==> src/rtl/mmmac_pkg.sv <==
package mmmac_pkg;

  // Register byte addresses on the peripheral bus
  localparam logic [8:0]  ADDR_OPA_UMUL  = 9'h130;
  localparam logic [8:0]  ADDR_OPA_SMUL  = 9'h132;
  localparam logic [8:0]  ADDR_OPA_UMAC  = 9'h134;
  localparam logic [8:0]  ADDR_OPA_SMAC  = 9'h136;
  localparam logic [8:0]  ADDR_OPB       = 9'h138;
  localparam logic [8:0]  ADDR_RES_LO    = 9'h13A;
  localparam logic [8:0]  ADDR_RES_HI    = 9'h13C;
  localparam logic [8:0]  ADDR_RES_EXT   = 9'h13E;

  // Reset values (contents are unspecified; zero is our pick)
  localparam logic [15:0] RST_WORD       = 16'h0000;

  // Extension word codes
  localparam logic [15:0] EXT_ZERO       = 16'h0000;
  localparam logic [15:0] EXT_ONES       = 16'hFFFF;
  localparam logic [15:0] EXT_CARRY      = 16'h0001;

  // Field positions
  localparam int          BYTE_W         = 8;
  localparam int          SIGN_BIT       = 15;

  // Result latency budget in clock cycles after the operand-two write
  localparam int          RESULT_CYCLES  = 3;

  // Operation selected by the operand-one address
  typedef enum logic [1:0] {
    unsigned_product_mode,
    signed_product_mode,
    unsigned_accumulate_mode,
    signed_accumulate_mode
  } mmmac_mode_t;

  // One bus access from the core
  typedef struct packed {
    logic        wr;
    logic        rd;
    logic        byte_acc;
    logic [8:0]  addr;
    logic [15:0] wdata;
  } mmmac_bus_t;

endpackage : mmmac_pkg

==> src/rtl/mmmac_core.sv <==
`timescale 1ns/1ps
module mmmac_core
  import mmmac_pkg::*;
(
  // Clock and reset
  input  wire logic        clk,
  input  wire logic        rst_n,
  // Peripheral bus access
  input  wire mmmac_bus_t  bus,
  // Read data and result status
  output logic [15:0]      rdata,
  output logic             busy
);

  // Operand, mode and result state
  logic [15:0] opa_reg, opa_next;          // Stored first operand
  logic [15:0] opb_reg, opb_next;          // Stored second operand
  mmmac_mode_t mode_reg, mode_next;        // Latched operation
  logic [15:0] lo_reg, lo_next;            // Result low word
  logic [15:0] hi_reg, hi_next;            // Result high word
  logic [15:0] ext_reg, ext_next;          // Result extension word
  logic        start_reg, start_next;      // Computation pending
  logic [15:0] rdata_reg, rdata_next;      // Registered read data

  // Product and sum terms
  logic        sgn;                        // Signed operation
  logic [32:0] prod;                       // 33-bit signed product
  logic [32:0] acc;                        // Held result, extended
  logic [32:0] sum;                        // Accumulated value
  logic        acc_mode;                   // Accumulate operation

  // Written word, masked to low byte on byte writes
  logic [15:0] wval;

  always_comb begin
    // Byte writes zero-extend; sign extension is software's job
    if (bus.byte_acc) begin
      wval = {8'h00, bus.wdata[BYTE_W-1:0]};
    end else begin
      wval = bus.wdata;
    end
  end

  // Datapath: one clock of compute, well inside the budget
  always_comb begin
    sgn = (mode_reg == signed_product_mode) ||
          (mode_reg == signed_accumulate_mode);
    acc_mode = (mode_reg == unsigned_accumulate_mode) ||
               (mode_reg == signed_accumulate_mode);
    if (sgn) begin
      prod = 33'($signed({opa_reg[SIGN_BIT], opa_reg}) *
                 $signed({opb_reg[SIGN_BIT], opb_reg}));
    end else begin
      prod = 33'({1'b0, opa_reg} * {1'b0, opb_reg});
    end
    // Held result extended by mode: carry-free for unsigned
    if (sgn) begin
      acc = {hi_reg[SIGN_BIT], hi_reg, lo_reg};
    end else begin
      acc = {1'b0, hi_reg, lo_reg};
    end
    // Wraps in 32 bits; bit 32 keeps the true sign or carry
    sum = acc_mode ? (acc + prod) : prod;
  end

  // Next-state for registers and bus
  always_comb begin
    opa_next   = opa_reg;
    opb_next   = opb_reg;
    mode_next  = mode_reg;
    lo_next    = lo_reg;
    hi_next    = hi_reg;
    ext_next   = ext_reg;
    start_next = 1'b0;
    rdata_next = rdata_reg;
    // Finish the pending operation one clock after trigger
    if (start_reg) begin
      lo_next = sum[15:0];
      hi_next = sum[31:16];
      unique case (mode_reg)
        unsigned_product_mode: begin
          ext_next = EXT_ZERO;
        end
        unsigned_accumulate_mode: begin
          ext_next = sum[32] ? EXT_CARRY : EXT_ZERO;
        end
        signed_product_mode, signed_accumulate_mode: begin
          ext_next = sum[32] ? EXT_ONES : EXT_ZERO;
        end
      endcase
    end
    if (bus.wr) begin
      unique case (bus.addr)
        ADDR_OPA_UMUL: begin
          opa_next  = wval;
          mode_next = unsigned_product_mode;
        end
        ADDR_OPA_SMUL: begin
          opa_next  = wval;
          mode_next = signed_product_mode;
        end
        ADDR_OPA_UMAC: begin
          opa_next  = wval;
          mode_next = unsigned_accumulate_mode;
        end
        ADDR_OPA_SMAC: begin
          opa_next  = wval;
          mode_next = signed_accumulate_mode;
        end
        ADDR_OPB: begin
          opb_next   = wval;
          start_next = 1'b1;
        end
        // Software may preload the accumulator
        ADDR_RES_LO: begin
          lo_next = wval;
        end
        ADDR_RES_HI: begin
          hi_next = wval;
        end
        // Extension is read-only; other addresses not ours
        default: begin
        end
      endcase
    end
    // Read mux; unmapped addresses read zero
    if (bus.rd) begin
      unique case (bus.addr)
        ADDR_OPA_UMUL, ADDR_OPA_SMUL,
        ADDR_OPA_UMAC, ADDR_OPA_SMAC: rdata_next = opa_reg;
        ADDR_OPB:     rdata_next = opb_reg;
        ADDR_RES_LO:  rdata_next = lo_next;
        ADDR_RES_HI:  rdata_next = hi_next;
        ADDR_RES_EXT: rdata_next = ext_next;
        default:      rdata_next = RST_WORD;
      endcase
    end
  end

  // Register stage
  always_ff @(posedge clk) begin
    if (!rst_n) begin
      opa_reg   <= RST_WORD;
      opb_reg   <= RST_WORD;
      mode_reg  <= unsigned_product_mode;
      lo_reg    <= RST_WORD;
      hi_reg    <= RST_WORD;
      ext_reg   <= RST_WORD;
      start_reg <= 1'b0;
      rdata_reg <= RST_WORD;
    end else begin
      opa_reg   <= opa_next;
      opb_reg   <= opb_next;
      mode_reg  <= mode_next;
      lo_reg    <= lo_next;
      hi_reg    <= hi_next;
      ext_reg   <= ext_next;
      start_reg <= start_next;
      rdata_reg <= rdata_next;
    end
  end

  assign rdata = rdata_reg;
  assign busy  = start_reg;

  // Assertions

  property p_result_time;
    @(posedge clk) disable iff (!rst_n)
      (bus.wr && bus.addr == ADDR_OPB) |=> ##1 !busy;
  endproperty
  a_result_time: assert property (p_result_time)
    else $error("Result not ready in time");

  property p_opa_no_start;
    @(posedge clk) disable iff (!rst_n)
      (bus.wr && bus.addr == ADDR_OPA_UMUL) |=> !busy;
  endproperty
  a_opa_no_start: assert property (p_opa_no_start)
    else $error("Operand-one write started an operation");

  property p_opb_start;
    @(posedge clk) disable iff (!rst_n)
      (bus.wr && bus.addr == ADDR_OPB) |=> busy;
  endproperty
  a_opb_start: assert property (p_opb_start)
    else $error("Operand-two write did not start");

  property p_mode_smac;
    @(posedge clk) disable iff (!rst_n)
      (bus.wr && bus.addr == ADDR_OPA_SMAC) |=>
        mode_reg == signed_accumulate_mode;
  endproperty
  a_mode_smac: assert property (p_mode_smac)
    else $error("Mode not latched from address");

  property p_opa_kept;
    @(posedge clk) disable iff (!rst_n)
      (busy && !bus.wr) |=> $stable(opa_reg) && $stable(mode_reg);
  endproperty
  a_opa_kept: assert property (p_opa_kept)
    else $error("First operand lost after operation");

  property p_ext_umul;
    @(posedge clk) disable iff (!rst_n)
      (busy && mode_reg == unsigned_product_mode) |=>
        ext_reg == EXT_ZERO;
  endproperty
  a_ext_umul: assert property (p_ext_umul)
    else $error("Extension not zero after unsigned product");

  property p_ext_sign;
    @(posedge clk) disable iff (!rst_n)
      (busy && sgn) |=>
        ext_reg == ($past(sum[32]) ? EXT_ONES : EXT_ZERO);
  endproperty
  a_ext_sign: assert property (p_ext_sign)
    else $error("Extension does not show sign");

  property p_ext_carry;
    @(posedge clk) disable iff (!rst_n)
      (busy && mode_reg == unsigned_accumulate_mode) |=>
        ext_reg == {15'h0, $past(sum[32])};
  endproperty
  a_ext_carry: assert property (p_ext_carry)
    else $error("Extension does not show carry");

  property p_byte_clear;
    @(posedge clk) disable iff (!rst_n)
      (bus.wr && bus.byte_acc && bus.addr == ADDR_OPB) |=>
        opb_reg[15:8] == 8'h00;
  endproperty
  a_byte_clear: assert property (p_byte_clear)
    else $error("Byte write left upper byte set");

  property p_lo_word;
    @(posedge clk) disable iff (!rst_n)
      (busy && !bus.wr) |=> lo_reg == $past(sum[15:0]);
  endproperty
  a_lo_word: assert property (p_lo_word)
    else $error("Low result word wrong");

  property p_hi_word;
    @(posedge clk) disable iff (!rst_n)
      (busy && !bus.wr) |=> hi_reg == $past(sum[31:16]);
  endproperty
  a_hi_word: assert property (p_hi_word)
    else $error("High result word wrong");

  property p_acc_add;
    @(posedge clk) disable iff (!rst_n)
      (busy && acc_mode && !bus.wr) |=>
        {hi_reg, lo_reg} == 32'({$past(hi_reg), $past(lo_reg)} +
                                $past(prod[31:0]));
  endproperty
  a_acc_add: assert property (p_acc_add)
    else $error("Accumulate did not add product to held result");

  property p_mode_umac;
    @(posedge clk) disable iff (!rst_n)
      (bus.wr && bus.addr == ADDR_OPA_UMAC) |=>
        mode_reg == unsigned_accumulate_mode;
  endproperty
  a_mode_umac: assert property (p_mode_umac)
    else $error("Unsigned accumulate address did not set mode");

  property p_umul_prod;
    @(posedge clk) disable iff (!rst_n)
      (busy && mode_reg == unsigned_product_mode && !bus.wr) |=>
        {hi_reg, lo_reg} == 32'($past(opa_reg) * $past(opb_reg));
  endproperty
  a_umul_prod: assert property (p_umul_prod)
    else $error("Unsigned product wrong");

  property p_smul_prod;
    @(posedge clk) disable iff (!rst_n)
      (busy && mode_reg == signed_product_mode && !bus.wr) |=>
        {hi_reg, lo_reg} ==
          32'($signed($past(opa_reg)) * $signed($past(opb_reg)));
  endproperty
  a_smul_prod: assert property (p_smul_prod)
    else $error("Signed product wrong");

  property p_ext_ro;
    @(posedge clk) disable iff (!rst_n)
      (bus.wr && bus.addr == ADDR_RES_EXT && !busy) |=>
        $stable(ext_reg);
  endproperty
  a_ext_ro: assert property (p_ext_ro)
    else $error("Extension word changed by a store");

endmodule : mmmac_core

==> config.mk <==
export PLATFORM = sky130hd
export DESIGN_NAME = mmmac_core
export DESIGN_NICKNAME = d
export VERILOG_FILES = /design/src/rtl/mmmac_pkg.sv /design/src/rtl/mmmac_core.sv
export SDC_FILE = /design/constraint.sdc
export NUM_CORES = 1
export LEC_CHECK = 0
export BUFFER_PORTS_ARGS = -buffer_cell sky130_fd_sc_hd__buf_2
export CAP_MARGIN = 0
export CORE_MARGIN = 2
export CORE_UTILIZATION = 67
export CTS_BUF_LIST = sky130_fd_sc_hd__clkbuf_4 sky130_fd_sc_hd__clkbuf_8 sky130_fd_sc_hd__clkbuf_16
export DETAILED_ROUTE_END_ITERATION = 6
export PLACE_DENSITY = 0.84
export SLEW_MARGIN = 30
export SYNTH_ARGS = -nofsm -noshare
export SYNTH_HDL_FRONTEND = slang
export SYNTH_SLANG_ARGS = --single-unit
==> constraint.sdc <==
create_clock -name clk -period 11.2 [get_ports clk]
set_input_delay 1.68 -clock clk [delete_from_list [all_inputs] [get_ports clk]]
set_output_delay 1.68 -clock clk [all_outputs]
set_load 0.02 [all_outputs]
Word level (Yosys, flattened, before mapping):

Index checks and enable logic that the tools add are counted.

* bits in registers: 99
* bits of input ports: 30
* output and inout bits: 17
* word-level logic and storage cells: 49

* $add $sub $neg: 1
* multipliers: 2
* eq/ne operators: 11
* muxes and demuxes: 17
* reductions and logical operators: 10

Operators with widths (number)
* two-way mux 16 bit: 9
* two-way mux 33 bit: 3
* one-hot mux 16 bit (5 select lines): 1
* equality test 9 bit, second input constant: 8
* multiplier 16 x 16 -> 32 bit: 2
* one-hot mux 16 bit (3 select lines): 1
* adder 33 bit: 1
* one-hot mux 2 bit (4 select lines): 1
* AND reduction 2 bit: 4
* equality test 2 bit, second input constant: 2
* nonzero test 4 bit: 1
* OR reduction 4 bit: 1
* equality test 2 x 1 -> 1 bit, second input constant: 1
* zero test 2 bit: 1
* logical OR 1 bit: 2
* two-way mux 1 bit: 2
* OR reduction 2 bit: 1

Depth between registers and ports, before layout:

Gate-level depths: netlist of the first run.

* depth after elaboration: 9
* depth in mapped cells: 38
* mapped depth without buffers: 35

Worst setup path after synthesis of the first run:

Ideal clock, no wire load.

* path kind: register -> register
* from: register opa_reg[15]
* to: register rdata_reg[15] (netlist: rdata[15])
* library setup time: 120 ps
* data arrival time: 8772 ps
* data required time: 11080 ps
* slack: 2308 ps
* cell stages (with the launch flop): 33
* path buffers: 3
* period minus slack after synthesis: 8892 ps
* cells stage by stage: dfxtp_1 > clkbuf_1 > clkbuf_1 > nand2_1 > inv_1 > fa_1 > fa_1 > fa_1 > fa_1 > fa_1 > inv_1 > fa_1 > inv_1 > ha_1 > a21oi_1 > o21ai_1 > a2111oi_0 > a21oi_1 > nor4_2 > or3_1 > clkbuf_4 > nand3_1 > a22oi_1 > inv_1 > ha_1 > nand2_1 > or3_2 > and4_1 > or4b_4 > nand4b_4 > a21oi_2 > o41a_1 > o31a_1

* longest elaborated chain between the ends: 8
* elaborated cells on any way between the ends: 15
* those cells by class: add/sub: 1; mul: 2; mux: 12

RTL lines
* start, declared: line mmmac_core.sv:16 `logic [15:0] opa_reg, opa_next;`
* start signal, assigned: line mmmac_core.sv:152 `opa_reg <= opa_next;`
* multiplier 16 x 16 -> 32 bit, on equally long branches: line mmmac_core.sv:54, mmmac_core.sv:51
* two-way mux 33 bit: line mmmac_core.sv:50 `if (sgn) begin`
* adder 33 bit: line mmmac_core.sv:63 `sum = acc_mode ? (acc + prod) : prod;`
* two-way mux 33 bit: line mmmac_core.sv:63
* two-way mux 16 bit, on equally long branches: line mmmac_core.sv:88, mmmac_core.sv:77
* one-hot mux 16 bit (3 select lines) / two-way mux 16 bit (equally long branches): line mmmac_core.sv:80, mmmac_core.sv:93
* two-way mux 16 bit, on equally long branches: line mmmac_core.sv:77, mmmac_core.sv:92
* one-hot mux 16 bit (5 select lines) (*): line mmmac_core.sv:128 `unique case (bus.addr)`
* end signal, assigned: line mmmac_core.sv:159 `rdata_reg <= rdata_next;`
* end, declared: line mmmac_core.sv:23 `logic [15:0] rdata_reg, rdata_next;`

Mark *: on every way between the ends. The rest lies on a longest branch, timed or not.
A chain may end at the register's enable or synchronous reset.

Final worst setup path of the first run:

* from: register opa_reg[10]
* to: register rdata_reg[2] (netlist: rdata[2])

* longest elaborated chain between the ends: 8
* elaborated cells on any way between the ends: 12
* those cells by class: add/sub: 1; mul: 2; mux: 9

RTL lines (line)
* multiplier 16 x 16 -> 32 bit, on equally long branches: mmmac_core.sv:54, mmmac_core.sv:51
* two-way mux 33 bit (*): mmmac_core.sv:50
* adder 33 bit: mmmac_core.sv:63
* two-way mux 33 bit (*): mmmac_core.sv:63
* two-way mux 16 bit, on equally long branches: mmmac_core.sv:88, mmmac_core.sv:77
* one-hot mux 16 bit (3 select lines) / two-way mux 16 bit (equally long branches): mmmac_core.sv:80, mmmac_core.sv:93
* two-way mux 16 bit, on equally long branches: mmmac_core.sv:77, mmmac_core.sv:92
* one-hot mux 16 bit (5 select lines) (*): mmmac_core.sv:128

Marked as above.

==> results of run 1 <==
kinds of logic after synthesis:
family / count (synthesis)
XOR/XNOR: 71
adder cells (fa/ha/maj): 551
buffers and inverters: 631
AO/OA/AOI/OAI: 524
flip-flops: 99
multiplexers: 25
AND/OR/NAND/NOR: 813
routing by layer:
metal	share of wire, %	wire (microns)	global-route usage (%)
met4	4.9	3270	17.2
met2	45	30300	62.3
met3	11	7480	7.92
met1	39	26000	54.2
met5	0	0	0
synth_stat cells (13+ instances only):
master | n | share of area [%]
inv_1 | 490 | 8.2
fa_1 | 363 | 33
nand2_1 | 318 | 5.3
ha_1 | 188 | 11
a21oi_1 | 156 | 3.5
nor2_1 | 144 | 2.4
and2_1 | 122 | 3.4
clkbuf_1 | 118 | 2.0
dfxtp_1 | 99 | 8.9
o21ai_0 | 99 | 2.2
xnor2_1 | 51 | 2.0
nand3_1 | 37 | 0.83
nor3_1 | 37 | 0.83
nor2b_1 | 34 | 0.95
a21o_1 | 32 | 1.1
a211oi_1 | 29 | 0.97
a31oi_1 | 27 | 0.76
and3_1 | 24 | 0.67
nand2b_1 | 24 | 0.67
o21a_1 | 23 | 0.77
xor2_1 | 20 | 0.78
mux2i_1 | 19 | 0.85
o211ai_1 | 18 | 0.61
o21bai_1 | 16 | 0.54
or3_1 | 16 | 0.45
nand4_1 | 13 | 0.36
through the flow:
stage          power (mW)  util [%]
6_report            0.717      70.2
5_1_grt             0.734      70.2
4_1_cts             0.714      70.2
3_5_place_dp        0.402      69.3
3_3_place_gp        0.402      69.3
2_1_floorplan       0.384         -
power groups by stage:
stage	combinational (mW)	sequential (mW)	clock, mW
2_1_floorplan	0.0210	0.363	0
3_3_place_gp	0.0397	0.363	0
3_5_place_dp	0.0398	0.363	0
4_1_cts	0.0398	0.355	0.320
5_1_grt	0.0435	0.354	0.337
6_report	0.0422	0.355	0.320
final timing paths:
kind	endpoint	slack, ns
worst max-delay path	rdata[2]	0.77
worst min-delay path	ext_reg[4]	0.51
worst max register to register	rdata[2]	0.77
worst min register to register	ext_reg[4]	0.51
cell type report:
cell class,instances,area (sq um)
multi-input cells,1984,17900
well taps,442,553
clock buffers,10,239
repair buffers,67,388
clock inverters,5,53.8
fillers,2597,9740
inverters,493,1850
flip-flops and latches,99,1990
worst max-delay path, delay by kind of cell, from the launching register on:
family / cells / cell delay (ns)
adder cells (fa/ha/maj): 8 / 3.76
flip-flops: 1 / 0.99
AO/OA/AOI/OAI: 4 / 1.65
buffers and inverters: 3 / 0.15
XOR/XNOR: 1 / 0.31
AND/OR/NAND/NOR: 13 / 3.43
==> metrics.cfg, run 1 <==
[timing]
finClkSkew_ns = 0.0105
fin_crit_sh_pct = 93.1
drv_slew = 0
fmax_ghz = 0.0959
worst_slew_pin_slew_ns = 1.06
fin_tns_setup_ns = 0
finalHoldViolations = 0
whs_ns = 0.506
worst_slack_ns = 0.770
setup_viol = 0
period_needed_ns = 10.43
max-slew-margin-rel_pct = 29.3
rsz0062_at_grt = no

[power]
p_leak_nw = 11.2
swShare_pct = 24.6
internal-power_uw = 541
p_seq_share_pct = 49.5
peakVddDrop_v = 0.0000719
combPwrFrac_pct = 5.9
power_switching_uw = 176
power_per_cell_area_nw_per_um2 = 31.2
p_clk_share_pct = 44.7

[cells_and_area]
fin_cells = 3100
layout.nets = 3235
mostFrequentLayoutCells = inv_1 (490), fa_1 (363), nand2_1 (318)
final_common_cell = inv_1
drive_above_1_share_pct = 5.23
area_delta_synth_final_pct = 2.84
final_area_sq_um = 23000
n_antenna_cell = 0

[min_path]
hp-class = flop to flop
min-delay-start = ext_reg[4]
worstHoldPathCells = 2

[clocking]
path_clk_slew_ns = 0.07
hold_buffers = 0
cts.sinks = 99
htree_num_levels = 3
cts_tree = done
cts_resized = 0
clk_latency_ns = 0.36
cts_setup_buffers = 0
numCtsBuffers = 9
clk_path_buf_depth = 2
root_buffer = clkbuf_16

[route]
firstDrtPassIters = 6
ant_nets = 0
wl_per_cell_microns = 21.6
vias_per_cell = 6.32
via_count = 19600
drt-total-wl_microns = 67100
drc = 0
drt_iter0_markers = 2382

[synth]
syn-num-nets = 3295
synth-edff-count = 0
synthCells = 2714
syn_area_sq_um = 22300
ys_seq_area_share_pct = 8.88
synthSimpleGateAreaFrac_pct = 17.7
synth-seq-cells = 99
synth_fa_ha_area_share_pct = 43.1
yosys-mux-area-fraction_pct = 1.15
yosysUniqueCellTypes = 103
synthArstFlopShare_pct = 0
synth_flop_cell = dfxtp_1
syn_area_per_cell_sq_um = 8.23
yosys_warnings = 0
synth_compound_area_share_pct = 15.3
synth_top_family_by_area = adder cells
yosys.area_share.xor_xnor_pct = 2.78

[critical_path]
worst_setup_path_end_kind = flop
arrival_ns = 10.69
worst_ep_required_time_ns = 11.46
timing.rr.start = opa_reg[10]
crit_path_start = opa_reg[10]
slowest_stage = dfxtp_1
cp-start-kind = flop
critical_path_class = flop to flop
ff2ff_path_depth = 29
crit_top_cell = fa_1
cp_max_fo = 22
slowest_delay_ns = 0.99

[flow_run]
drv_cap = 0

[grt]
grt_pass1_wl_microns = 109000
grtUsageTotal_pct = 39.8
antenna_found_initial = 0
grt_pass1_vias = 20300
grt_max_degree = 68
overflow = 0

[place]
place_congestion = 1.03
place_area_sq_um = 22700
portBuffers = 46
dp_slack_ns = 0.996
placed_cells = 3085
hpwlAfterDp_microns = 53200

[floorplanning]
dieWidth_microns = 187
row_count = 66
die_area_sq_um = 34800
die_h_microns = 187
start_util_pct = 68.3
core_sq_um = 32700
ios = 47

[outcome]
status = finished, final reports clean

Power figures use the tool's default switching activity.
==> run 2: changes to the inputs <==
--- a/config.mk
+++ b/config.mk
@@ -5,12 +5,13 @@
 export SDC_FILE = /design/constraint.sdc
 export NUM_CORES = 1
 export LEC_CHECK = 0
-export BUFFER_PORTS_ARGS = -buffer_cell sky130_fd_sc_hd__buf_2
 export CAP_MARGIN = 0
+export CORE_ASPECT_RATIO = 0.7
 export CORE_MARGIN = 2
-export CORE_UTILIZATION = 67
+export CORE_UTILIZATION = 68
 export CTS_BUF_LIST = sky130_fd_sc_hd__clkbuf_4 sky130_fd_sc_hd__clkbuf_8 sky130_fd_sc_hd__clkbuf_16
 export DETAILED_ROUTE_END_ITERATION = 6
+export DONT_BUFFER_PORTS = 1
 export PLACE_DENSITY = 0.84
 export SLEW_MARGIN = 30
 export SYNTH_ARGS = -nofsm -noshare
==> run 2 against run 1 <==
  * Register-to-register slack worse by 0.02 ns
  * Cell count is 1.4% lower
  * Via count is 0.86% higher
  * Sequential cell count stayed put
  * Non-clock buffer count is 32 lower
  * Die area is 1.4% lower
  * Clock power is 3% higher
  * Clock skew is 0.00089 ns higher
  * Sequential share of layout area hardly changed
  * Power is 0.74% lower
  * Combinational power is 40% lower
  * Critical path type unchanged
  * Largest cell class unchanged
  * Highest routed layer is now met5
==> metrics.cfg, run 2 (same netlist as run 1, synthesis figures left out) <==
[critical_path]
slowest_stage = dfxtp_1
crit_path_start = opb_reg[1]
cp_max_fo = 22
timing.rr.start = opb_reg[1]
worst_ep_required_time_ns = 11.48
cp-start-kind = flop
critical_path_class = flop to flop
worst_setup_path_end_kind = flop
ff2ff_path_depth = 28
arrival_ns = 10.73
r2r_slack_ns = 0.75
regToRegEndpoint = rdata[10]
crit_top_cell = fa_1
slowest_delay_ns = 0.96

[cells_and_area]
regArea_sq_um = 1990
area_delta_synth_final_pct = 2.28
multi_input_area_sq_um = 17900
fin_cells = 3058
drive_above_1_share_pct = 4.00
final_common_cell = inv_1
mostFrequentLayoutCells = inv_1 (490), fa_1 (363), nand2_1 (318)
layout.nets = 3203
fillers = 2532

[route]
drt_iter0_markers = 2154
ant_nets = 0
drt-total-wl_microns = 73300
drc = 0
vias_per_cell = 6.46
via_count = 19800
firstDrtPassIters = 7
wl_per_cell_microns = 24.0

[clocking]
root_buffer = clkbuf_16
cts_tree = done
numCtsBuffers = 9
hold_buffers = 0
cts.sinks = 99
htree_num_levels = 3
path_clk_slew_ns = 0.08
clk_path_buf_depth = 2
cts_resized = 0
cts_setup_buffers = 0
clk_latency_ns = 0.36

[timing]
period_needed_ns = 10.45
drv_slew = 0
finalHoldViolations = 0
fin_crit_sh_pct = 93.3
fin_tns_setup_ns = 0
fmax_ghz = 0.0957
max-slew-margin-rel_pct = 28.4
worst_slew_pin_slew_ns = 1.07
whs_ns = 0.507
rsz0062_at_grt = no
setup_viol = 0
finClkSkew_ns = 0.0114

[min_path]
hold_end = ext_reg[8]
min-delay-start = ext_reg[8]
worstHoldPathCells = 2
hp-class = flop to flop

[floorplanning]
die_area_sq_um = 34300
start_util_pct = 69.0
core_sq_um = 32300
ios = 47
die_h_microns = 156
row_count = 55
dieWidth_microns = 221

[outcome]
status = finished, final reports clean

[grt]
grt_pass1_wl_microns = 114000
antenna_found_initial = 3
grt_max_degree = 66
overflow = 0
grt_pass1_vias = 20000
grtUsageTotal_pct = 44.1

[flow_run]
drv_cap = 0

[place]
place_congestion = 1.04
hpwlAfterDp_microns = 58600
placed_cells = 3038
portBuffers = 0

[power]
p_leak_nw = 11.0
power_uw = 712
power_per_cell_area_nw_per_um2 = 31.2
peakVddDrop_v = 0.0000884

==> run 2: power by group <==
| part | internal (mW) | total (mW) | switching (mW) |
|---|---|---|---|
| Clock | 0.160 | 0.331 | 0.171 |
| Sequential | 0.353 | 0.356 | 0.00297 |
| Combinational | 0.00674 | 0.0252 | 0.0184 |
| Total | 0.520 | 0.712 | 0.192 |
==> run 2: worst max-delay path by stage <==
stage,endpoint,slack [ns],cells after the start
floorplan,rdata[15],2.31,32
global placement,rdata[2],1.21,28
detailed placement,rdata[2],1.03,28
CTS,rdata[2],1.05,28
global route,rdata[2],0.33,28
finish,rdata[10],0.75,28
==> run 2: area by class of cell <==
class	count	area share, %
antenna	4	0.0438
sequential	99	8.70
tap	427	2.34
clock inverter	7	0.334
inverter	493	8.10
timing repair buffer	35	1.15
clock buffer	9	0.986
multi-input combinational	1984	78.3
==> run 2: critical path: cells and delay by family, from the launching register on <==
family / cells / cell delay [ns]
compound gates: 5 / 1.76
fa+ha+maj: 8 / 3.79
buf+inv: 3 / 0.17
flops: 1 / 0.96
simple gates: 12 / 3.68
==> run 2: metrics by stage <==
step	setup slack, ns	util (%)	instance area [sq um]
2_1_floorplan	2.31	-	22300
3_3_place_gp	1.21	69.6	22500
3_5_place_dp	1.03	69.6	22500
4_1_cts	1.05	70.5	22800
5_1_grt	0.334	70.6	22800
6_report	0.745	70.6	22800
==> run 2: per-layer routing <==
layer	share of wire (%)	GRT usage [%]	wire length, microns
met1	41	62.1	29900
met2	42	64.5	31000
met3	13	13.6	9640
met4	3.7	15.7	2700
met5	0.029	0	21
